$ cat src/design/cmc_regs.svh
// register offsets and field positions of the mailbox control storage
// assumes a byte-wide register port, one register per address
`ifndef CMC_REGS_SVH
`define CMC_REGS_SVH
// byte slot inside a set: address = set * 8 + slot
`define CMC_SLOT_LENGTH 3'h0
`define CMC_SLOT_SPARE_A 3'h1
`define CMC_SLOT_SPARE_B 3'h2
`define CMC_SLOT_SPARE_C 3'h3
`define CMC_SLOT_TYPE_ID 3'h4
`define CMC_SLOT_BASE_HI 3'h5
`define CMC_SLOT_EXT_LO 3'h6
`define CMC_SLOT_EXT_MID 3'h7
// first address above the storage
`define CMC_ADDR_LIMIT 8'h80
// read value of an unmapped address
`define CMC_RD_UNMAPPED 8'h00
// fields
`define CMC_LEN_FIELD 3:0
`define CMC_LEN_LONG_BIT 3
`define CMC_LEN_SHORT_FIELD 2:0
`define CMC_LEN_MAX 4'h8
`define CMC_BASE_LO_FIELD 7:5
`define CMC_REMOTE_BIT 4
`define CMC_EXT_FMT_BIT 3
`define CMC_EXT_HI_FIELD 1:0
// reserved bit of the type byte and upper reserved nibble of the length byte
`define CMC_RESV_BIT 2
`define CMC_RESV_HI_FIELD 7:4
// slot part of a register index
`define CMC_SLOT_FIELD 2:0
// halves of the assembled base identifier
`define CMC_BASE_OUT_LO 2:0
`define CMC_BASE_OUT_HI 10:3
// reset values of the outputs
`define CMC_RST_BYTE 8'h00
`define CMC_RST_LEN 4'h0
`define CMC_RST_BASE 11'h000
`define CMC_RST_EXT 18'h00000
`endif

$ cat src/design/cmc_pkg.sv
// types shared by the mailbox control storage
// assumes the register header is included beside it
package cmc_pkg;
  typedef logic [7:0] cmc_byte_t;
  typedef logic [10:0] cmc_base_id_t;
  typedef logic [17:0] cmc_ext_id_t;
  typedef logic [3:0] cmc_len_t;
endpackage

$ cat src/design/cmc_mailbox_ctrl.sv
// mailbox control storage: sixteen sets of eight byte registers,
// a transmit field lookup and the mailbox 0 receive identifier match
// assumes one clock, a byte register port with strobes and masks
// supplied by the acceptance mask registers outside this block
//
// Overview of operation
// sixteen sets of eight read/write byte registers
// software initialises all bytes; no reset value
// length code above seven means eight bytes
// reserved bits are plain storage, no function
// base identifier split over bytes six and five
// byte five bit four selects remote frame
// byte five bit three selects extended format
// extension identifier split over bytes five, eight, seven
// mailbox 0 match skips bits whose mask is one
// standard format ignores extension identifier bits
`include "cmc_regs.svh"

module cmc_mailbox_ctrl
  import cmc_pkg::*;
#(
  parameter int MB_COUNT = 16,
  parameter int MB_BYTES = 8
)
(
  input wire logic ref_clk_in,
  input wire logic rst_in,
  input wire logic [7:0] addr_in,
  input wire logic [7:0] wr_data_in,
  input wire logic wr_stb_in,
  input wire logic rd_stb_in,
  output logic [7:0] rd_data_out,
  input wire logic [3:0] tx_sel_in,
  output logic [3:0] tx_length_out,
  output logic tx_remote_out,
  output logic tx_extended_out,
  output logic [10:0] tx_base_id_out,
  output logic [17:0] tx_ext_id_out,
  input wire logic rx_check_in,
  input wire logic rx_extended_in,
  input wire logic [10:0] rx_base_id_in,
  input wire logic [17:0] rx_ext_id_in,
  input wire logic [10:0] acceptance_mask_base_in,
  input wire logic [17:0] acceptance_mask_ext_in,
  output logic rx_accept_out,
  output logic rx_done_out
);

  localparam int ENTRIES = MB_COUNT * MB_BYTES;
  localparam int IDX_W = $clog2(ENTRIES);

  // byte storage, flops without reset
  cmc_byte_t store_r [ENTRIES];
  logic addr_hit;
  logic [IDX_W-1:0] idx;
  logic [IDX_W-1:0] sel_base;

  // address decode
  always_comb
  begin
    if (addr_in < `CMC_ADDR_LIMIT)
    begin
      addr_hit = 1'b1;
    end
    else
    begin
      addr_hit = 1'b0;
    end
  end

  assign idx = addr_in[IDX_W-1:0];

  // one write port per entry; contents stay undefined until written
  genvar g;
  generate
    for (g = 0; g < ENTRIES; g++)
    begin : g_entry
      always_ff @(posedge ref_clk_in)
      begin
        if (wr_stb_in && addr_hit && (idx == IDX_W'(g)))
        begin
          store_r[g] <= wr_data_in;
        end
      end
    end
  endgenerate

  // read data one cycle after the strobe, zero otherwise
  always_ff @(posedge ref_clk_in or posedge rst_in)
  begin
    if (rst_in)
    begin
      rd_data_out <= `CMC_RST_BYTE;
    end
    else if (rd_stb_in && addr_hit)
    begin
      rd_data_out <= store_r[idx];
    end
    else
    begin
      rd_data_out <= `CMC_RD_UNMAPPED;
    end
  end

  // bytes of the set chosen by the transmit engine
  cmc_byte_t sel_len;
  cmc_byte_t sel_type;
  cmc_byte_t sel_bhi;
  cmc_byte_t sel_elo;
  cmc_byte_t sel_emid;

  assign sel_base = {tx_sel_in, `CMC_SLOT_LENGTH};
  assign sel_len = store_r[sel_base];
  assign sel_type = store_r[{tx_sel_in, `CMC_SLOT_TYPE_ID}];
  assign sel_bhi = store_r[{tx_sel_in, `CMC_SLOT_BASE_HI}];
  assign sel_elo = store_r[{tx_sel_in, `CMC_SLOT_EXT_LO}];
  assign sel_emid = store_r[{tx_sel_in, `CMC_SLOT_EXT_MID}];

  // decoded frame length in bytes
  cmc_len_t len_nxt;
  always_comb
  begin
    if (sel_len[`CMC_LEN_LONG_BIT])
    begin
      len_nxt = `CMC_LEN_MAX;
    end
    else
    begin
      len_nxt = {1'b0, sel_len[`CMC_LEN_SHORT_FIELD]};
    end
  end

  // transmit fields, refreshed every cycle from the selected set
  always_ff @(posedge ref_clk_in or posedge rst_in)
  begin
    if (rst_in)
    begin
      tx_length_out <= `CMC_RST_LEN;
      tx_remote_out <= 1'b0;
      tx_extended_out <= 1'b0;
      tx_base_id_out <= `CMC_RST_BASE;
      tx_ext_id_out <= `CMC_RST_EXT;
    end
    else
    begin
      tx_length_out <= len_nxt;
      tx_remote_out <= sel_type[`CMC_REMOTE_BIT];
      tx_extended_out <= sel_type[`CMC_EXT_FMT_BIT];
      tx_base_id_out <= {sel_bhi, sel_type[`CMC_BASE_LO_FIELD]};
      if (sel_type[`CMC_EXT_FMT_BIT])
      begin
        tx_ext_id_out <= {sel_type[`CMC_EXT_HI_FIELD], sel_emid, sel_elo};
      end
      else
      begin
        tx_ext_id_out <= `CMC_RST_EXT;
      end
    end
  end

  // stored identifier of mailbox 0, the set used for the receive match
  cmc_base_id_t mb0_base;
  cmc_ext_id_t mb0_ext;
  logic mb0_extended;
  logic base_ok;
  logic ext_ok;
  logic accept_nxt;

  assign mb0_base = {store_r[`CMC_SLOT_BASE_HI], store_r[`CMC_SLOT_TYPE_ID][`CMC_BASE_LO_FIELD]};
  assign mb0_ext = {store_r[`CMC_SLOT_TYPE_ID][`CMC_EXT_HI_FIELD],
                    store_r[`CMC_SLOT_EXT_MID], store_r[`CMC_SLOT_EXT_LO]};
  assign mb0_extended = store_r[`CMC_SLOT_TYPE_ID][`CMC_EXT_FMT_BIT];

  // masked compare: a mask bit of one drops that bit from the test
  assign base_ok = (((rx_base_id_in ^ mb0_base) & ~acceptance_mask_base_in) == '0);
  assign ext_ok = (((rx_ext_id_in ^ mb0_ext) & ~acceptance_mask_ext_in) == '0);
  assign accept_nxt = base_ok && (rx_extended_in == mb0_extended)
                      && (!mb0_extended || ext_ok);

  // match verdict held until the next check; done is a pulse
  always_ff @(posedge ref_clk_in or posedge rst_in)
  begin
    if (rst_in)
    begin
      rx_accept_out <= 1'b0;
      rx_done_out <= 1'b0;
    end
    else
    begin
      rx_done_out <= rx_check_in;
      if (rx_check_in)
      begin
        rx_accept_out <= accept_nxt;
      end
    end
  end
endmodule

$ cat config.mk
export PLATFORM = sky130hd
export DESIGN_NAME = cmc_mailbox_ctrl
export DESIGN_NICKNAME = d
export VERILOG_FILES = /design/src/design/cmc_pkg.sv /design/src/design/cmc_mailbox_ctrl.sv
export VERILOG_INCLUDE_DIRS = /design/src /design/src/design
export SDC_FILE = /design/constraint.sdc
export NUM_CORES = 1
export LEC_CHECK = 0
export BUFFER_PORTS_ARGS = -buffer_cell sky130_fd_sc_hd__clkbuf_2
export CORE_AREA = 2 2 323 325
export CTS_CLUSTER_DIAMETER = 200
export DETAILED_ROUTE_END_ITERATION = 10
export DIE_AREA = 0 0 325 327
export SLEW_MARGIN = 10
export SYNTH_ARGS = -nofsm -noshare
export SYNTH_HDL_FRONTEND = slang
export SYNTH_SLANG_ARGS = --single-unit
$ cat constraint.sdc
create_clock -name ref_clk_in -period 4.5 [get_ports ref_clk_in]
set_input_delay 0.675 -clock ref_clk_in [delete_from_list [all_inputs] [get_ports ref_clk_in]]
set_output_delay 0.675 -clock ref_clk_in [all_outputs]
set_load 0.01 [all_outputs]
# Word level (Yosys, flattened, before mapping)
# Memory sizes are Yosys's and may differ from the RTL's. A register that Yosys moved wholly into a read port is not among the register bits.
# Cells that the tools add are included.
[classes]
addsub = 0
n_mul = 0
div_mod_pow = 0
magnitude_cmp = 1
n_eq_ne = 128
shifts = 0
n_mux = 641
bitwise = 6
n_reduce_logical = 264
[ops]
columns = ["op", "n"]
rows = [
  ["2-to-1 mux 8 bit", 128],
  ["OR reduction 8 bit", 127],
  ["2-to-1 mux 7 bit", 127],
  ["equality test 7 bit (second input constant)", 64],
  ["2-to-1 mux 1 bit", 384],
  ["equality test 7 x 6 -> 1 bit (second input constant)", 32],
  ["logical AND 1 bit", 132],
  ["equality test 7 x 5 -> 1 bit (second input constant)", 16],
  ["equality test 7 x 4 -> 1 bit (second input constant)", 8],
  ["equality test 7 x 3 -> 1 bit (second input constant)", 4],
  ["AND 18 bit", 1],
  ["logical NOT 18 bit", 1],
  ["2-to-1 mux 18 bit", 1],
  ["inverter 18 bit", 1],
  ["bitwise XOR 18 bit", 1],
  ["equality test 7 x 2 -> 1 bit (second input constant)", 2],
  ["AND 11 bit", 1],
  ["logical NOT 11 bit", 1],
  ["inverter 11 bit", 1],
  ["bitwise XOR 11 bit", 1],
  ["< comparator 8 bit (second input constant)", 1],
  ["equality test 7 x 1 -> 1 bit (second input constant)", 1],
  ["logical NOT 7 bit", 1],
  ["2-to-1 mux 4 bit", 1],
  ["3 further kinds", 3],
]
[totals]
regBits = 45
latch_bits = 0
mem_bits_rw = 1024
romBits = 0
output_inout_bits = 45
wordCells = 1049
mem_count = 1
[mem_list]
columns = ["name", "depth", "width", "rd", "rd_ports_with_merged_regs", "wr", "line", "text"]
rows = [
  ["store_r", 128, 8, 10, 1, 1, "cmc_mailbox_ctrl.sv:53", "cmc_byte_t store_r [ENTRIES];"],
]

# Logic depth before layout (Yosys ltp)
# Gate-level depths: netlist (run 1).
[logic_depth]
depth_word = 134
ltp_mapped = 11

# Worst setup path before layout (run 1)
# No wires, ideal clock.
[synth_path]
kind = "input -> register"
start = "input port addr_in[1]"
end = "memory store_r[124][0] (netlist bit) (enable)"
setup_ns = 0.370
arrival_time_ns = 2.425
setup_slack_ns = 1.704
stages = 8
path_cell_list = "buf_4 buf_6 buf_6 buf_4 buf_4 nor3b_1 nand2_1 nor2_1"
[synth_via]
elab_chain_len = 134
word_cells_on_any_way = 896
[synth_rtl]
columns = ["element", "line", "text"]
rows = [
  ["start: declaration", "cmc_mailbox_ctrl.sv:28", "input wire logic [7:0] addr_in,"],
  ["< comparator 8 bit (no line)", "-", ""],
  ["2-to-1 mux 1 bit", "cmc_mailbox_ctrl.sv:61", "if (addr_in < `CMC_ADDR_LIMIT)"],
  ["logical AND 1 bit (2 in a row)", "cmc_mailbox_ctrl.sv:80", "if (wr_stb_in && addr_hit && (idx == IDX_W'(g)))"],
  ["2-to-1 mux 1 bit", "cmc_mailbox_ctrl.sv:80", ""],
  ["2-to-1 mux 1 bit (implied by the code)", "cmc_mailbox_ctrl.sv:82", "store_r[g] <= wr_data_in;"],
  ["OR reduction 8 bit (no line)", "-", ""],
  ["2-to-1 mux 7 bit (no line) or 2-to-1 mux 1 bit (tied branches) (127 in a row)", "-", ""],
  ["end: declaration", "cmc_mailbox_ctrl.sv:53", ""],
]
# Parallel ways exist; a longest one is shown, timed or not.

# Worst setup path in the final report (run 1)
[layout_path]
start = "input port addr_in[7]"
end = "memory store_r[4][0] (netlist bit) (enable)"
[layout_via]
elab_chain_len = 134
word_cells_on_any_way = 768
[layout_rtl]
columns = ["element", "line"]
rows = [
  ["< comparator 8 bit (no line) (*)", "-"],
  ["2-to-1 mux 1 bit (*)", "cmc_mailbox_ctrl.sv:61"],
  ["logical AND 1 bit (*)", "cmc_mailbox_ctrl.sv:80"],
  ["logical AND 1 bit", "cmc_mailbox_ctrl.sv:80"],
  ["2-to-1 mux 1 bit", "cmc_mailbox_ctrl.sv:80"],
  ["2-to-1 mux 1 bit (implied by the code)", "cmc_mailbox_ctrl.sv:82"],
  ["OR reduction 8 bit (no line)", "-"],
  ["2-to-1 mux 7 bit (no line) or 2-to-1 mux 1 bit (tied branches) (127 in a row)", "-"],
]
# Mark *: on every way between the ends. The rest lies on a longest branch, timed or not.

==> impl_results.html, run 1 <==
<table>
<tr><th>Metric</th><th>Value</th></tr>
<tr><th colspan="2">Place</th></tr>
<tr><td>Placed wire-length estimate after detailed placement</td><td>106,000 um</td></tr>
<tr><td>Port Buf Inserts</td><td>roughly 130</td></tr>
<tr><td>RePlAce Congestion</td><td>0.956</td></tr>
<tr><td>Cell count after placement</td><td>roughly 3,800</td></tr>
<tr><th colspan="2">Clock tree</th></tr>
<tr><td>Clock tree root driver cell</td><td>sky130_fd_sc_hd__clkbuf_16</td></tr>
<tr><td>Hold-fix buffers, CTS</td><td>0</td></tr>
<tr><td>Number of buffers inserted by post-CTS setup repair</td><td>0</td></tr>
<tr><td>Worst-path clk slew</td><td>roughly 0.06 ns</td></tr>
<tr><td>TritonCTS sink count</td><td>about 1,100</td></tr>
<tr><td>Number of cells upsized or downsized after cts</td><td>0</td></tr>
<tr><td>Count of H-tree levels built during CTS</td><td>3</td></tr>
<tr><td>Longest Clk Path Bufs</td><td>3</td></tr>
<tr><td>Worst-skew pair later-pin latency</td><td>approximately 0.71 ns</td></tr>
<tr><td>Cts bufs inserted</td><td>roughly 110</td></tr>
<tr><td>Clock tree from TritonCTS</td><td>done</td></tr>
<tr><th colspan="2">Worst setup path</th></tr>
<tr><td>Kind of capture point of the worst setup path</td><td>register</td></tr>
<tr><td>Nature of the critical path startpoint</td><td>primary input</td></tr>
<tr><td>CP required</td><td>between 4 and 5 ns</td></tr>
<tr><td>Setup Crit Path Kind</td><td>primary input to register</td></tr>
<tr><td>Maximum fanout encountered on the critical timing path</td><td>8</td></tr>
<tr><td>FF-to-FF setup slack</td><td>roughly 2.0 ns</td></tr>
<tr><td>Worst Setup SP</td><td>addr_in[7]</td></tr>
<tr><td>Worst R2R Start</td><td>store_r[101][7]</td></tr>
<tr><td>Worst path arrival time</td><td>3.66 ns</td></tr>
<tr><td>R2r worst-path depth</td><td>5</td></tr>
<tr><td>Capturing element of the worst setup path</td><td>store_r[4][0]</td></tr>
<tr><td>Worst flop-to-flop path endpoint</td><td>rd_data_out[7]</td></tr>
<tr><th colspan="2">Timing</th></tr>
<tr><td>Setup repair after global routing missed its margin</td><td>no</td></tr>
<tr><td>Clock Skews</td><td>0.0285 ns</td></tr>
<tr><td>Number of hold violations in the final report</td><td>0</td></tr>
<tr><td>Ratio of final minimum period to clock period</td><td>0.745</td></tr>
<tr><td>Maximum clock frequency</td><td>around 300 MHz</td></tr>
<tr><td>Setup violation total in the final timing report</td><td>0</td></tr>
<tr><td>Slew Limit Fails</td><td>0</td></tr>
<tr><td>Transition at the pin with the smallest max-transition slack</td><td>1.32 ns</td></tr>
<tr><td>Final period demand of the worst path</td><td>around 3.4 ns</td></tr>
<tr><td>Worst slew margin relative to its limit</td><td>0.118</td></tr>
<tr><td>Final TNS setup</td><td>0 ns</td></tr>
<tr><th colspan="2">Worst hold path</th></tr>
<tr><td>Worst Hold Class</td><td>primary input to register</td></tr>
<tr><td>Hold Path Depth</td><td>1</td></tr>
<tr><th colspan="2">Pwr</th></tr>
<tr><td>Overall power after layout</td><td>0.0214 W</td></tr>
<tr><td>VDD IR max</td><td>between 0.0002 and 0.0003 V</td></tr>
<tr><td>Leakage power</td><td>16.9 nW</td></tr>
<tr><td>Relative contribution of the clock network to total power</td><td>0.415</td></tr>
<tr><td>Power density over the cells</td><td>slightly above 400 nW/um2</td></tr>
<tr><td>Sequential Power Share</td><td>0.514</td></tr>
<tr><td>Combinational cell fraction of total power</td><td>0.071</td></tr>
<tr><td>Internal portion of total power</td><td>0.0166 W</td></tr>
<tr><td>Switching Share</td><td>0.225</td></tr>
<tr><td>Switch Pwr</td><td>around 0.0048 W</td></tr>
<tr><th colspan="2">Synthesis</th></tr>
<tr><td>Post-Syn Area</td><td>roughly 46,000 um2</td></tr>
<tr><td>Cell taking the most area after synthesis</td><td>sky130_fd_sc_hd__edfxtp_1</td></tr>
<tr><td>Multiplexer fraction of the synthesized cell area</td><td>0.219</td></tr>
<tr><td>Xor-xnor portion of the synthesized cell area</td><td>0.00554</td></tr>
<tr><td>Post-synthesis share of cell area spent on and, or, nand and nor gates</td><td>0.0320</td></tr>
<tr><td>Mapped Avg Cell Area</td><td>a little over 20 um2</td></tr>
<tr><td>Area share of the leading cell type in the synthesized netlist</td><td>0.671</td></tr>
<tr><td>Register bit total from synthesis</td><td>1,069</td></tr>
<tr><td>Nets in the synthesized netlist</td><td>between 2,000 and 2,500</td></tr>
<tr><td>Combinational family with the most area after synthesis</td><td>multiplexers</td></tr>
<tr><td>Distinct cell type count of the synthesized netlist</td><td>51</td></tr>
<tr><td>Post-synthesis instance total</td><td>2,259</td></tr>
<tr><td>Synth warnings</td><td>0</td></tr>
<tr><td>Async set-reset flop share out of synthesis</td><td>0.0421</td></tr>
<tr><td>Adder-cell share of the synthesized area</td><td>0</td></tr>
<tr><td>Most frequent cell after synthesis</td><td>sky130_fd_sc_hd__edfxtp_1</td></tr>
<tr><td>Complex-gate fraction of the synthesized area</td><td>0.0270</td></tr>
<tr><td>Sequential share of the synthesized area</td><td>0.695</td></tr>
<tr><td>Top cells by instance count after synthesis</td><td>sky130_fd_sc_hd__edfxtp_1 (1,024), sky130_fd_sc_hd__mux4_2 (383), sky130_fd_sc_hd__nor2_1 (147)</td></tr>
<tr><td>Top flip-flop cell by instance count after synthesis</td><td>sky130_fd_sc_hd__edfxtp_1</td></tr>
<tr><td>Number of flops mapped to enable cells by yosys</td><td>1,024</td></tr>
<tr><td>Synth top area cells</td><td>sky130_fd_sc_hd__edfxtp_1 (67%), sky130_fd_sc_hd__mux4_2 (19%), sky130_fd_sc_hd__dfrtp_1 (2.5%)</td></tr>
<tr><th colspan="2">Cells and area</th></tr>
<tr><td>Final core utilization</td><td>0.507</td></tr>
<tr><td>Non-Filler Instances</td><td>3,989</td></tr>
<tr><td>Number of nets at the end of the flow</td><td>approximately 2,600</td></tr>
<tr><td>Area growth from synthesis to layout</td><td>13.9%</td></tr>
<tr><td>Layout cell share with drive strength beyond 1</td><td>0.326</td></tr>
<tr><th colspan="2">Route</th></tr>
<tr><td>Post-detailed-route DRC marker count</td><td>0</td></tr>
<tr><td>Antenna Violating Nets Remaining</td><td>0</td></tr>
<tr><td>Starting DRC count in detailed routing</td><td>4,120</td></tr>
<tr><td>Wire length after detailed routing</td><td>between 150,000 and 200,000 um</td></tr>
<tr><td>Via-per-instance ratio</td><td>6.56</td></tr>
<tr><td>Drt first pass iters</td><td>7</td></tr>
<tr><td>Post-DR wirelength/cell</td><td>37.8 um</td></tr>
<tr><td>Vias post-DR</td><td>roughly 26,000</td></tr>
<tr><th colspan="2">Global route</th></tr>
<tr><td>Maximum number of pins on one net before global-route repair</td><td>between 80 and 90</td></tr>
<tr><td>All-Layer GR Usage</td><td>0.282</td></tr>
<tr><td>Remaining global-route overflow</td><td>0</td></tr>
<tr><td>Wire length of the first global-routing pass</td><td>roughly 210,000 um</td></tr>
<tr><td>Number of antenna violations at the first check in global routing</td><td>13</td></tr>
<tr><td>Number of global-route vias before repair</td><td>around 26,000</td></tr>
<tr><th colspan="2">Floorplanning</th></tr>
<tr><td>Overall die area</td><td>around 110,000 um2</td></tr>
<tr><td>Height of the die</td><td>approximately 330 um</td></tr>
<tr><td>Initial standard-cell utilization of the core</td><td>0.446</td></tr>
<tr><td>Number of ports placed on the die boundary</td><td>roughly 130</td></tr>
<tr><td>Overall die width</td><td>~330 um</td></tr>
<tr><td>FP Rows</td><td>118</td></tr>
<tr><td>Floorplan core area</td><td>103,000 um2</td></tr>
<tr><th colspan="2">Run status</th></tr>
<tr><td>Run status</td><td>complete, no violations</td></tr>
<tr><th colspan="2">Flow run</th></tr>
<tr><td>Max-capacitance violation count</td><td>0</td></tr>
</table>
-- routing by layer --
metal  up-vias  GRT usage  part of all wire
li1      10063          -                 -
met3       322     0.0609              0.11
met5         -          0           0.00050
met1     13902      0.393              0.38
met4        10      0.123             0.051
met2      1870      0.434              0.46
-- critical path, stage by stage --
cell and delay [ns]:
sky130_fd_sc_hd__clkbuf_2 0.09, sky130_fd_sc_hd__nor2b_1 0.37, sky130_fd_sc_hd__nor3b_1 0.76, sky130_fd_sc_hd__nand2_1 0.55, sky130_fd_sc_hd__buf_4 0.31, sky130_fd_sc_hd__nor2_1 0.87
-- kinds of logic (layout without fill, tap and decap cells) --
family          count (synthesis)  after routing
flops                        1069           1069
mux                           504            504
simple gates                  324            324
compound gates                179            179
buf+inv                       154            502
xor+xnor                       29             29
other cells                     0              2
-- registers in the layout, summed over array words and instances (netlist names), 4 cells and up --
signal and cells:
tx_length_out 4, tx_ext_id_out 18, tx_base_id_out 11, rd_data_out 8
store_r 1024
-- layout make-up --
| class | instances | area (um2) |
|---|---|---|
| sequential | 1069 | 31900 |
| multi-input combinational | 1036 | 13000 |
| tap | 1380 | 1730 |
| inverter | 5 | 18.8 |
| fill | 8227 | 50700 |
| antenna | 2 | 5.00 |
| clock buffer | 151 | 3090 |
| clock inverter | 49 | 392 |
| timing repair buffer | 297 | 2070 |
-- layout by cell type (no fill, tap or decap), drive strengths merged, types with 4 or more instances in the layout --
cell type,instances
nor3,18
o21ai,14
mux4,396
nand2b,9
a22o,6
o22ai,23
a2111oi,6
xnor2,29
a22oi,65
nand3,25
nand2,62
dfrtp,45
nor2,147
clkbuf,265
bufinv,5
nand4,5
inv,7
o211ai,6
mux2i,105
clkinv,39
nor4,6
a211oi,6
a32oi,5
edfxtp,1024
buf,183
nor2b,34
a21oi,35
a221oi,5
and2,4
-- worst min path at each step --
stage                              from            end  slack (ns)
after floorplan           rx_accept_out  rx_accept_out        0.53
after global placement    rx_accept_out  rx_accept_out        0.48
after detailed placement  rx_accept_out  rx_accept_out        0.48
after CTS                   rx_check_in    rx_done_out        0.09
after global routing        rx_check_in    rx_done_out        0.11
final                       rx_check_in    rx_done_out        0.12
-- through the flow --
step | setup WS [ns] | area, um2 | hold slack, ns
after floorplan | 1.70 | 45800 | 0.532
after global placement | 0.655 | 48700 | 0.476
after detailed placement | 0.661 | 48700 | 0.482
after CTS | 1.31 | 52200 | 0.0930
after global routing | 1.23 | 52200 | 0.114
final | 1.15 | 52200 | 0.118
-- power by group through the flow --
stage          clock, W  sequential, W  combinational (W)
2_1_floorplan         0         0.0112           0.000806
3_3_place_gp          0         0.0112            0.00150
3_5_place_dp          0         0.0112            0.00150
4_1_cts         0.00895         0.0110            0.00151
5_1_grt         0.00935         0.0110            0.00157
6_report        0.00889         0.0110            0.00152
Power figures use the tool's default switching activity.
==> run 2: changes to the inputs <==
==> constraint.sdc (replaced) <==
create_clock -name ref_clk_in -period 3.1 [get_ports ref_clk_in]
set_input_delay 0.465 -clock ref_clk_in [delete_from_list [all_inputs] [get_ports ref_clk_in]]
set_output_delay 0.465 -clock ref_clk_in [all_outputs]
set_load 0.01 [all_outputs]
==> run 2 against run 1 <==
Routed wire length up 2.3%. Final cell count increased by 3.6%. Core utilization increased by 1.5 points. Sequential share of layout area decreased by 1.7 points. Critical endpoint is now rd_data_out[4]. Worst setup slack worse by 0.64 ns. Global-route usage is 0.79 points higher. Combinational power is 53% higher. Highest routed layer unchanged. Hold slack improved by 0.015 ns. Critical path depth down 1. Via count is 2.0% higher. Final area increased by 2.9%. First-iteration DRC count grew 4.7%.
==> impl_results.html, run 2 (synthesized netlist as in run 1, its figures left out) <==
<table>
<tr><th>Metric</th><th>Value</th></tr>
<tr><th colspan="2">Place</th></tr>
<tr><td>Port Buf Inserts</td><td>128 (unchanged)</td></tr>
<tr><td>Placed wire-length estimate after detailed placement</td><td>110,000 um (was 106,000 um)</td></tr>
<tr><td>Dpl cell area</td><td>50,100 um2 (was 48,700 um2)</td></tr>
<tr><td>RePlAce Congestion</td><td>0.986 (was 0.956)</td></tr>
<tr><th colspan="2">Timing</th></tr>
<tr><td>Maximum clock frequency</td><td>slightly below 400 MHz</td></tr>
<tr><td>Final period demand of the worst path</td><td>2.60 ns</td></tr>
<tr><td>Setup violation total in the final timing report</td><td>0 (unchanged)</td></tr>
<tr><td>Final TNS setup</td><td>0 ns (unchanged)</td></tr>
<tr><td>Hold Worst Slack</td><td>0.134 ns (was 0.118 ns)</td></tr>
<tr><td>Number of hold violations in the final report</td><td>0 (unchanged)</td></tr>
<tr><td>Ratio of final minimum period to clock period</td><td>0.838</td></tr>
<tr><td>Clock Skews</td><td>0.0273 ns (was 0.0285 ns)</td></tr>
<tr><td>Setup repair after global routing missed its margin</td><td>no (unchanged)</td></tr>
<tr><td>Worst slew margin relative to its limit</td><td>0.338 (was 0.118)</td></tr>
<tr><td>Transition at the pin with the smallest max-transition slack</td><td>0.994 ns (was 1.32 ns)</td></tr>
<tr><td>Slew Limit Fails</td><td>0 (unchanged)</td></tr>
<tr><th colspan="2">Worst hold path</th></tr>
<tr><td>Worst Hold Path EP</td><td>store_r[89][5] (was rx_done_out)</td></tr>
<tr><td>Worst Hold Class</td><td>primary input to register (unchanged)</td></tr>
<tr><td>Hold Path Depth</td><td>1 (unchanged)</td></tr>
<tr><td>Source of the worst hold timing path</td><td>wr_data_in[5] (was rx_check_in)</td></tr>
<tr><th colspan="2">Pwr</th></tr>
<tr><td>Leakage power</td><td>17.8 nW (was 16.9 nW)</td></tr>
<tr><td>Power density over the cells</td><td>587 nW/um2 (was 410 nW/um2)</td></tr>
<tr><td>VDD IR max</td><td>0.000498 V (was 0.000292 V)</td></tr>
<tr><th colspan="2">Worst setup path</th></tr>
<tr><td>Setup Crit Path Kind</td><td>register to register (was primary input to register)</td></tr>
<tr><td>CP required</td><td>3.64 ns (was 4.81 ns)</td></tr>
<tr><td>FF-to-FF setup slack</td><td>0.50 ns (was 2.01 ns)</td></tr>
<tr><td>Maximum fanout encountered on the critical timing path</td><td>2 (was 8)</td></tr>
<tr><td>Nature of the critical path startpoint</td><td>register (was primary input)</td></tr>
<tr><td>Kind of capture point of the worst setup path</td><td>register (unchanged)</td></tr>
<tr><td>Worst flop-to-flop path endpoint</td><td>rd_data_out[4] (was rd_data_out[7])</td></tr>
<tr><td>Worst R2R Start</td><td>store_r[39][4] (was store_r[101][7])</td></tr>
<tr><td>R2r worst-path depth</td><td>5 (unchanged)</td></tr>
<tr><td>Worst path arrival time</td><td>3.13 ns (was 3.66 ns)</td></tr>
<tr><th colspan="2">Clock tree</th></tr>
<tr><td>Clock tree from TritonCTS</td><td>done (unchanged)</td></tr>
<tr><td>Number of buffers inserted by post-CTS setup repair</td><td>0 (unchanged)</td></tr>
<tr><td>Worst-path clk slew</td><td>0.06 ns (about the same)</td></tr>
<tr><td>Clock tree root driver cell</td><td>sky130_fd_sc_hd__clkbuf_16 (unchanged)</td></tr>
<tr><td>TritonCTS sink count</td><td>1,069 (unchanged)</td></tr>
<tr><td>Hold-fix buffers, CTS</td><td>2 (was 0)</td></tr>
<tr><td>Cts bufs inserted</td><td>109 (unchanged)</td></tr>
<tr><td>Count of H-tree levels built during CTS</td><td>3 (unchanged)</td></tr>
<tr><td>Number of cells upsized or downsized after cts</td><td>0 (unchanged)</td></tr>
<tr><td>Worst-skew pair later-pin latency</td><td>0.70 ns (was 0.71 ns)</td></tr>
<tr><td>Longest Clk Path Bufs</td><td>3 (unchanged)</td></tr>
<tr><th colspan="2">Global route</th></tr>
<tr><td>Wire length of the first global-routing pass</td><td>213,000 um (was 207,000 um)</td></tr>
<tr><td>Maximum number of pins on one net before global-route repair</td><td>117 (was 89)</td></tr>
<tr><td>All-Layer GR Usage</td><td>0.290 (was 0.282)</td></tr>
<tr><td>Number of antenna violations at the first check in global routing</td><td>11 (was 13)</td></tr>
<tr><td>Remaining global-route overflow</td><td>0 (unchanged)</td></tr>
<tr><td>Number of global-route vias before repair</td><td>26,372 (was 25,725)</td></tr>
<tr><th colspan="2">Route</th></tr>
<tr><td>Starting DRC count in detailed routing</td><td>4,312 (was 4,120)</td></tr>
<tr><td>Post-DR wirelength/cell</td><td>37.3 um (was 37.8 um)</td></tr>
<tr><td>Topmost layer with routed signal wires</td><td>met5 (unchanged)</td></tr>
<tr><td>Wire length after detailed routing</td><td>154,000 um (was 151,000 um)</td></tr>
<tr><td>Routed length on met3</td><td>18,000 um (was 16,000 um)</td></tr>
<tr><td>Met1 Routed Length</td><td>57,600 um (was 57,800 um)</td></tr>
<tr><td>Post-detailed-route DRC marker count</td><td>0 (unchanged)</td></tr>
<tr><td>Vias post-DR</td><td>26,699 (was 26,167)</td></tr>
<tr><td>Wire length on met2</td><td>71,000 um (was 69,100 um)</td></tr>
<tr><td>Antenna Violating Nets Remaining</td><td>0 (unchanged)</td></tr>
<tr><td>Drt first pass iters</td><td>6 (was 7)</td></tr>
<tr><td>Via-per-instance ratio</td><td>6.46 (was 6.56)</td></tr>
<tr><th colspan="2">Cells and area</th></tr>
<tr><td>Area growth from synthesis to layout</td><td>17.1% (was 13.9%)</td></tr>
<tr><td>Layout cell share with drive strength beyond 1</td><td>0.361 (was 0.326)</td></tr>
<tr><td>Area of the multi-input gates</td><td>13,000 um2 (unchanged)</td></tr>
<tr><td>Commonest cells after routing, fill and taps aside</td><td>sky130_fd_sc_hd__edfxtp_1 (1,024), sky130_fd_sc_hd__mux4_2 (383), sky130_fd_sc_hd__buf_4 (284), sky130_fd_sc_hd__nor2_1 (146), sky130_fd_sc_hd__clkbuf_16 (115) (was sky130_fd_sc_hd__edfxtp_1 (1,024), sky130_fd_sc_hd__mux4_2 (383), sky130_fd_sc_hd__buf_4 (171), sky130_fd_sc_hd__nor2_1 (146), sky130_fd_sc_hd__clkbuf_16 (115))</td></tr>
<tr><td>Number of flip-flops in the largest register</td><td>1,024 (unchanged)</td></tr>
<tr><td>Registers with the highest flip-flop counts</td><td>store_r x1024, tx_ext_id_out x18, tx_base_id_out x11 (unchanged)</td></tr>
<tr><td>Register with the highest flop count</td><td>store_r (unchanged)</td></tr>
<tr><td>Commonest non-fill, non-tap cell in the layout</td><td>sky130_fd_sc_hd__edfxtp_1 (unchanged)</td></tr>
<tr><td>Final core utilization</td><td>0.522 (was 0.507)</td></tr>
<tr><td>Register area</td><td>31,900 um2 (unchanged)</td></tr>
<tr><td>Number of nets at the end of the flow</td><td>2,743 (was 2,602)</td></tr>
<tr><td>Count of fill cells added during filler insertion</td><td>8,043 (was 8,227)</td></tr>
<tr><td>Final cell area excluding filler cells</td><td>53,700 um2 (was 52,200 um2)</td></tr>
<tr><th colspan="2">Run status</th></tr>
<tr><td>Run status</td><td>complete, no violations (unchanged)</td></tr>
<tr><th colspan="2">Floorplanning</th></tr>
<tr><td>Overall die area</td><td>106,000 um2 (unchanged)</td></tr>
<tr><td>Overall die width</td><td>325 um (unchanged)</td></tr>
<tr><td>Number of ports placed on the die boundary</td><td>129 (unchanged)</td></tr>
<tr><td>Floorplan core area</td><td>103,000 um2 (unchanged)</td></tr>
<tr><td>FP Rows</td><td>118 (unchanged)</td></tr>
<tr><td>Height of the die</td><td>327 um (unchanged)</td></tr>
<tr><td>Initial standard-cell utilization of the core</td><td>0.446 (unchanged)</td></tr>
<tr><th colspan="2">Flow run</th></tr>
<tr><td>Max-capacitance violation count</td><td>0 (unchanged)</td></tr>
</table>
-- run 2: cell types whose count changed in the layout (fill, tap and decap cells not counted), moves of 3 or more --
cell	change
sky130_fd_sc_hd__buf_12	+26
sky130_fd_sc_hd__buf_4	+113
sky130_fd_sc_hd__bufinv_16	+4
sky130_fd_sc_hd__clkbuf_1	-7
sky130_fd_sc_hd__clkinv_1	+6
sky130_fd_sc_hd__clkinvlp_4	+3
-- run 2: worst max-delay path: stages, from the launching register on --
cell,delay [ns]
sky130_fd_sc_hd__edfxtp_1,0.43
sky130_fd_sc_hd__mux4_2,0.49
sky130_fd_sc_hd__a22oi_1,0.58
sky130_fd_sc_hd__nand3_1,0.15
sky130_fd_sc_hd__o21ai_0,0.63
sky130_fd_sc_hd__a21oi_1,0.15
-- run 2: power by group --
group          internal (W)  switching [W]  total, W
logic              0.000926        0.00140   0.00233
clock network       0.00766        0.00558    0.0132
registers            0.0159      0.0000519    0.0160
-- run 2: metrics by stage --
stage,total power [W],setup slack [ns],std cells
after detailed placement,0.0186,0.111,3926
after floorplan,0.0174,0.514,2259
final,0.0315,0.502,4134
after CTS,0.0316,0.831,4131
after global routing,0.0323,0.525,4131
after global placement,0.0185,0.0714,3926
-- run 2: cell type report --
class / count / share of cell area
antenna: 3 / 0.000140
clock buffer: 143 / 0.0568
clock inverter: 60 / 0.0102
inverter: 5 / 0.000349
multi-input combinational: 1036 / 0.242
sequential: 1069 / 0.593
tap: 1380 / 0.0321
timing repair buffer: 438 / 0.0644
-- run 2: how the worst max path moves through the flow --
stage	startpoint	to	slack (ns)	depth (start not counted)
2_1_floorplan	addr_in[1]	store_r[124][0]	0.51	8
3_3_place_gp	addr_in[0]	rd_data_out[4]	0.07	8
3_5_place_dp	addr_in[0]	rd_data_out[0]	0.11	8
4_1_cts	addr_in[0]	rd_data_out[0]	0.83	8
5_1_grt	store_r[60][4]	rd_data_out[4]	0.52	5
6_report	store_r[39][4]	rd_data_out[4]	0.50	5
-- run 2: routing by layer --
metal,up-vias,track usage
li1,10347,-
met1,14065,0.396
met2,1979,0.451
met3,304,0.0713
met4,4,0.122
met5,-,0
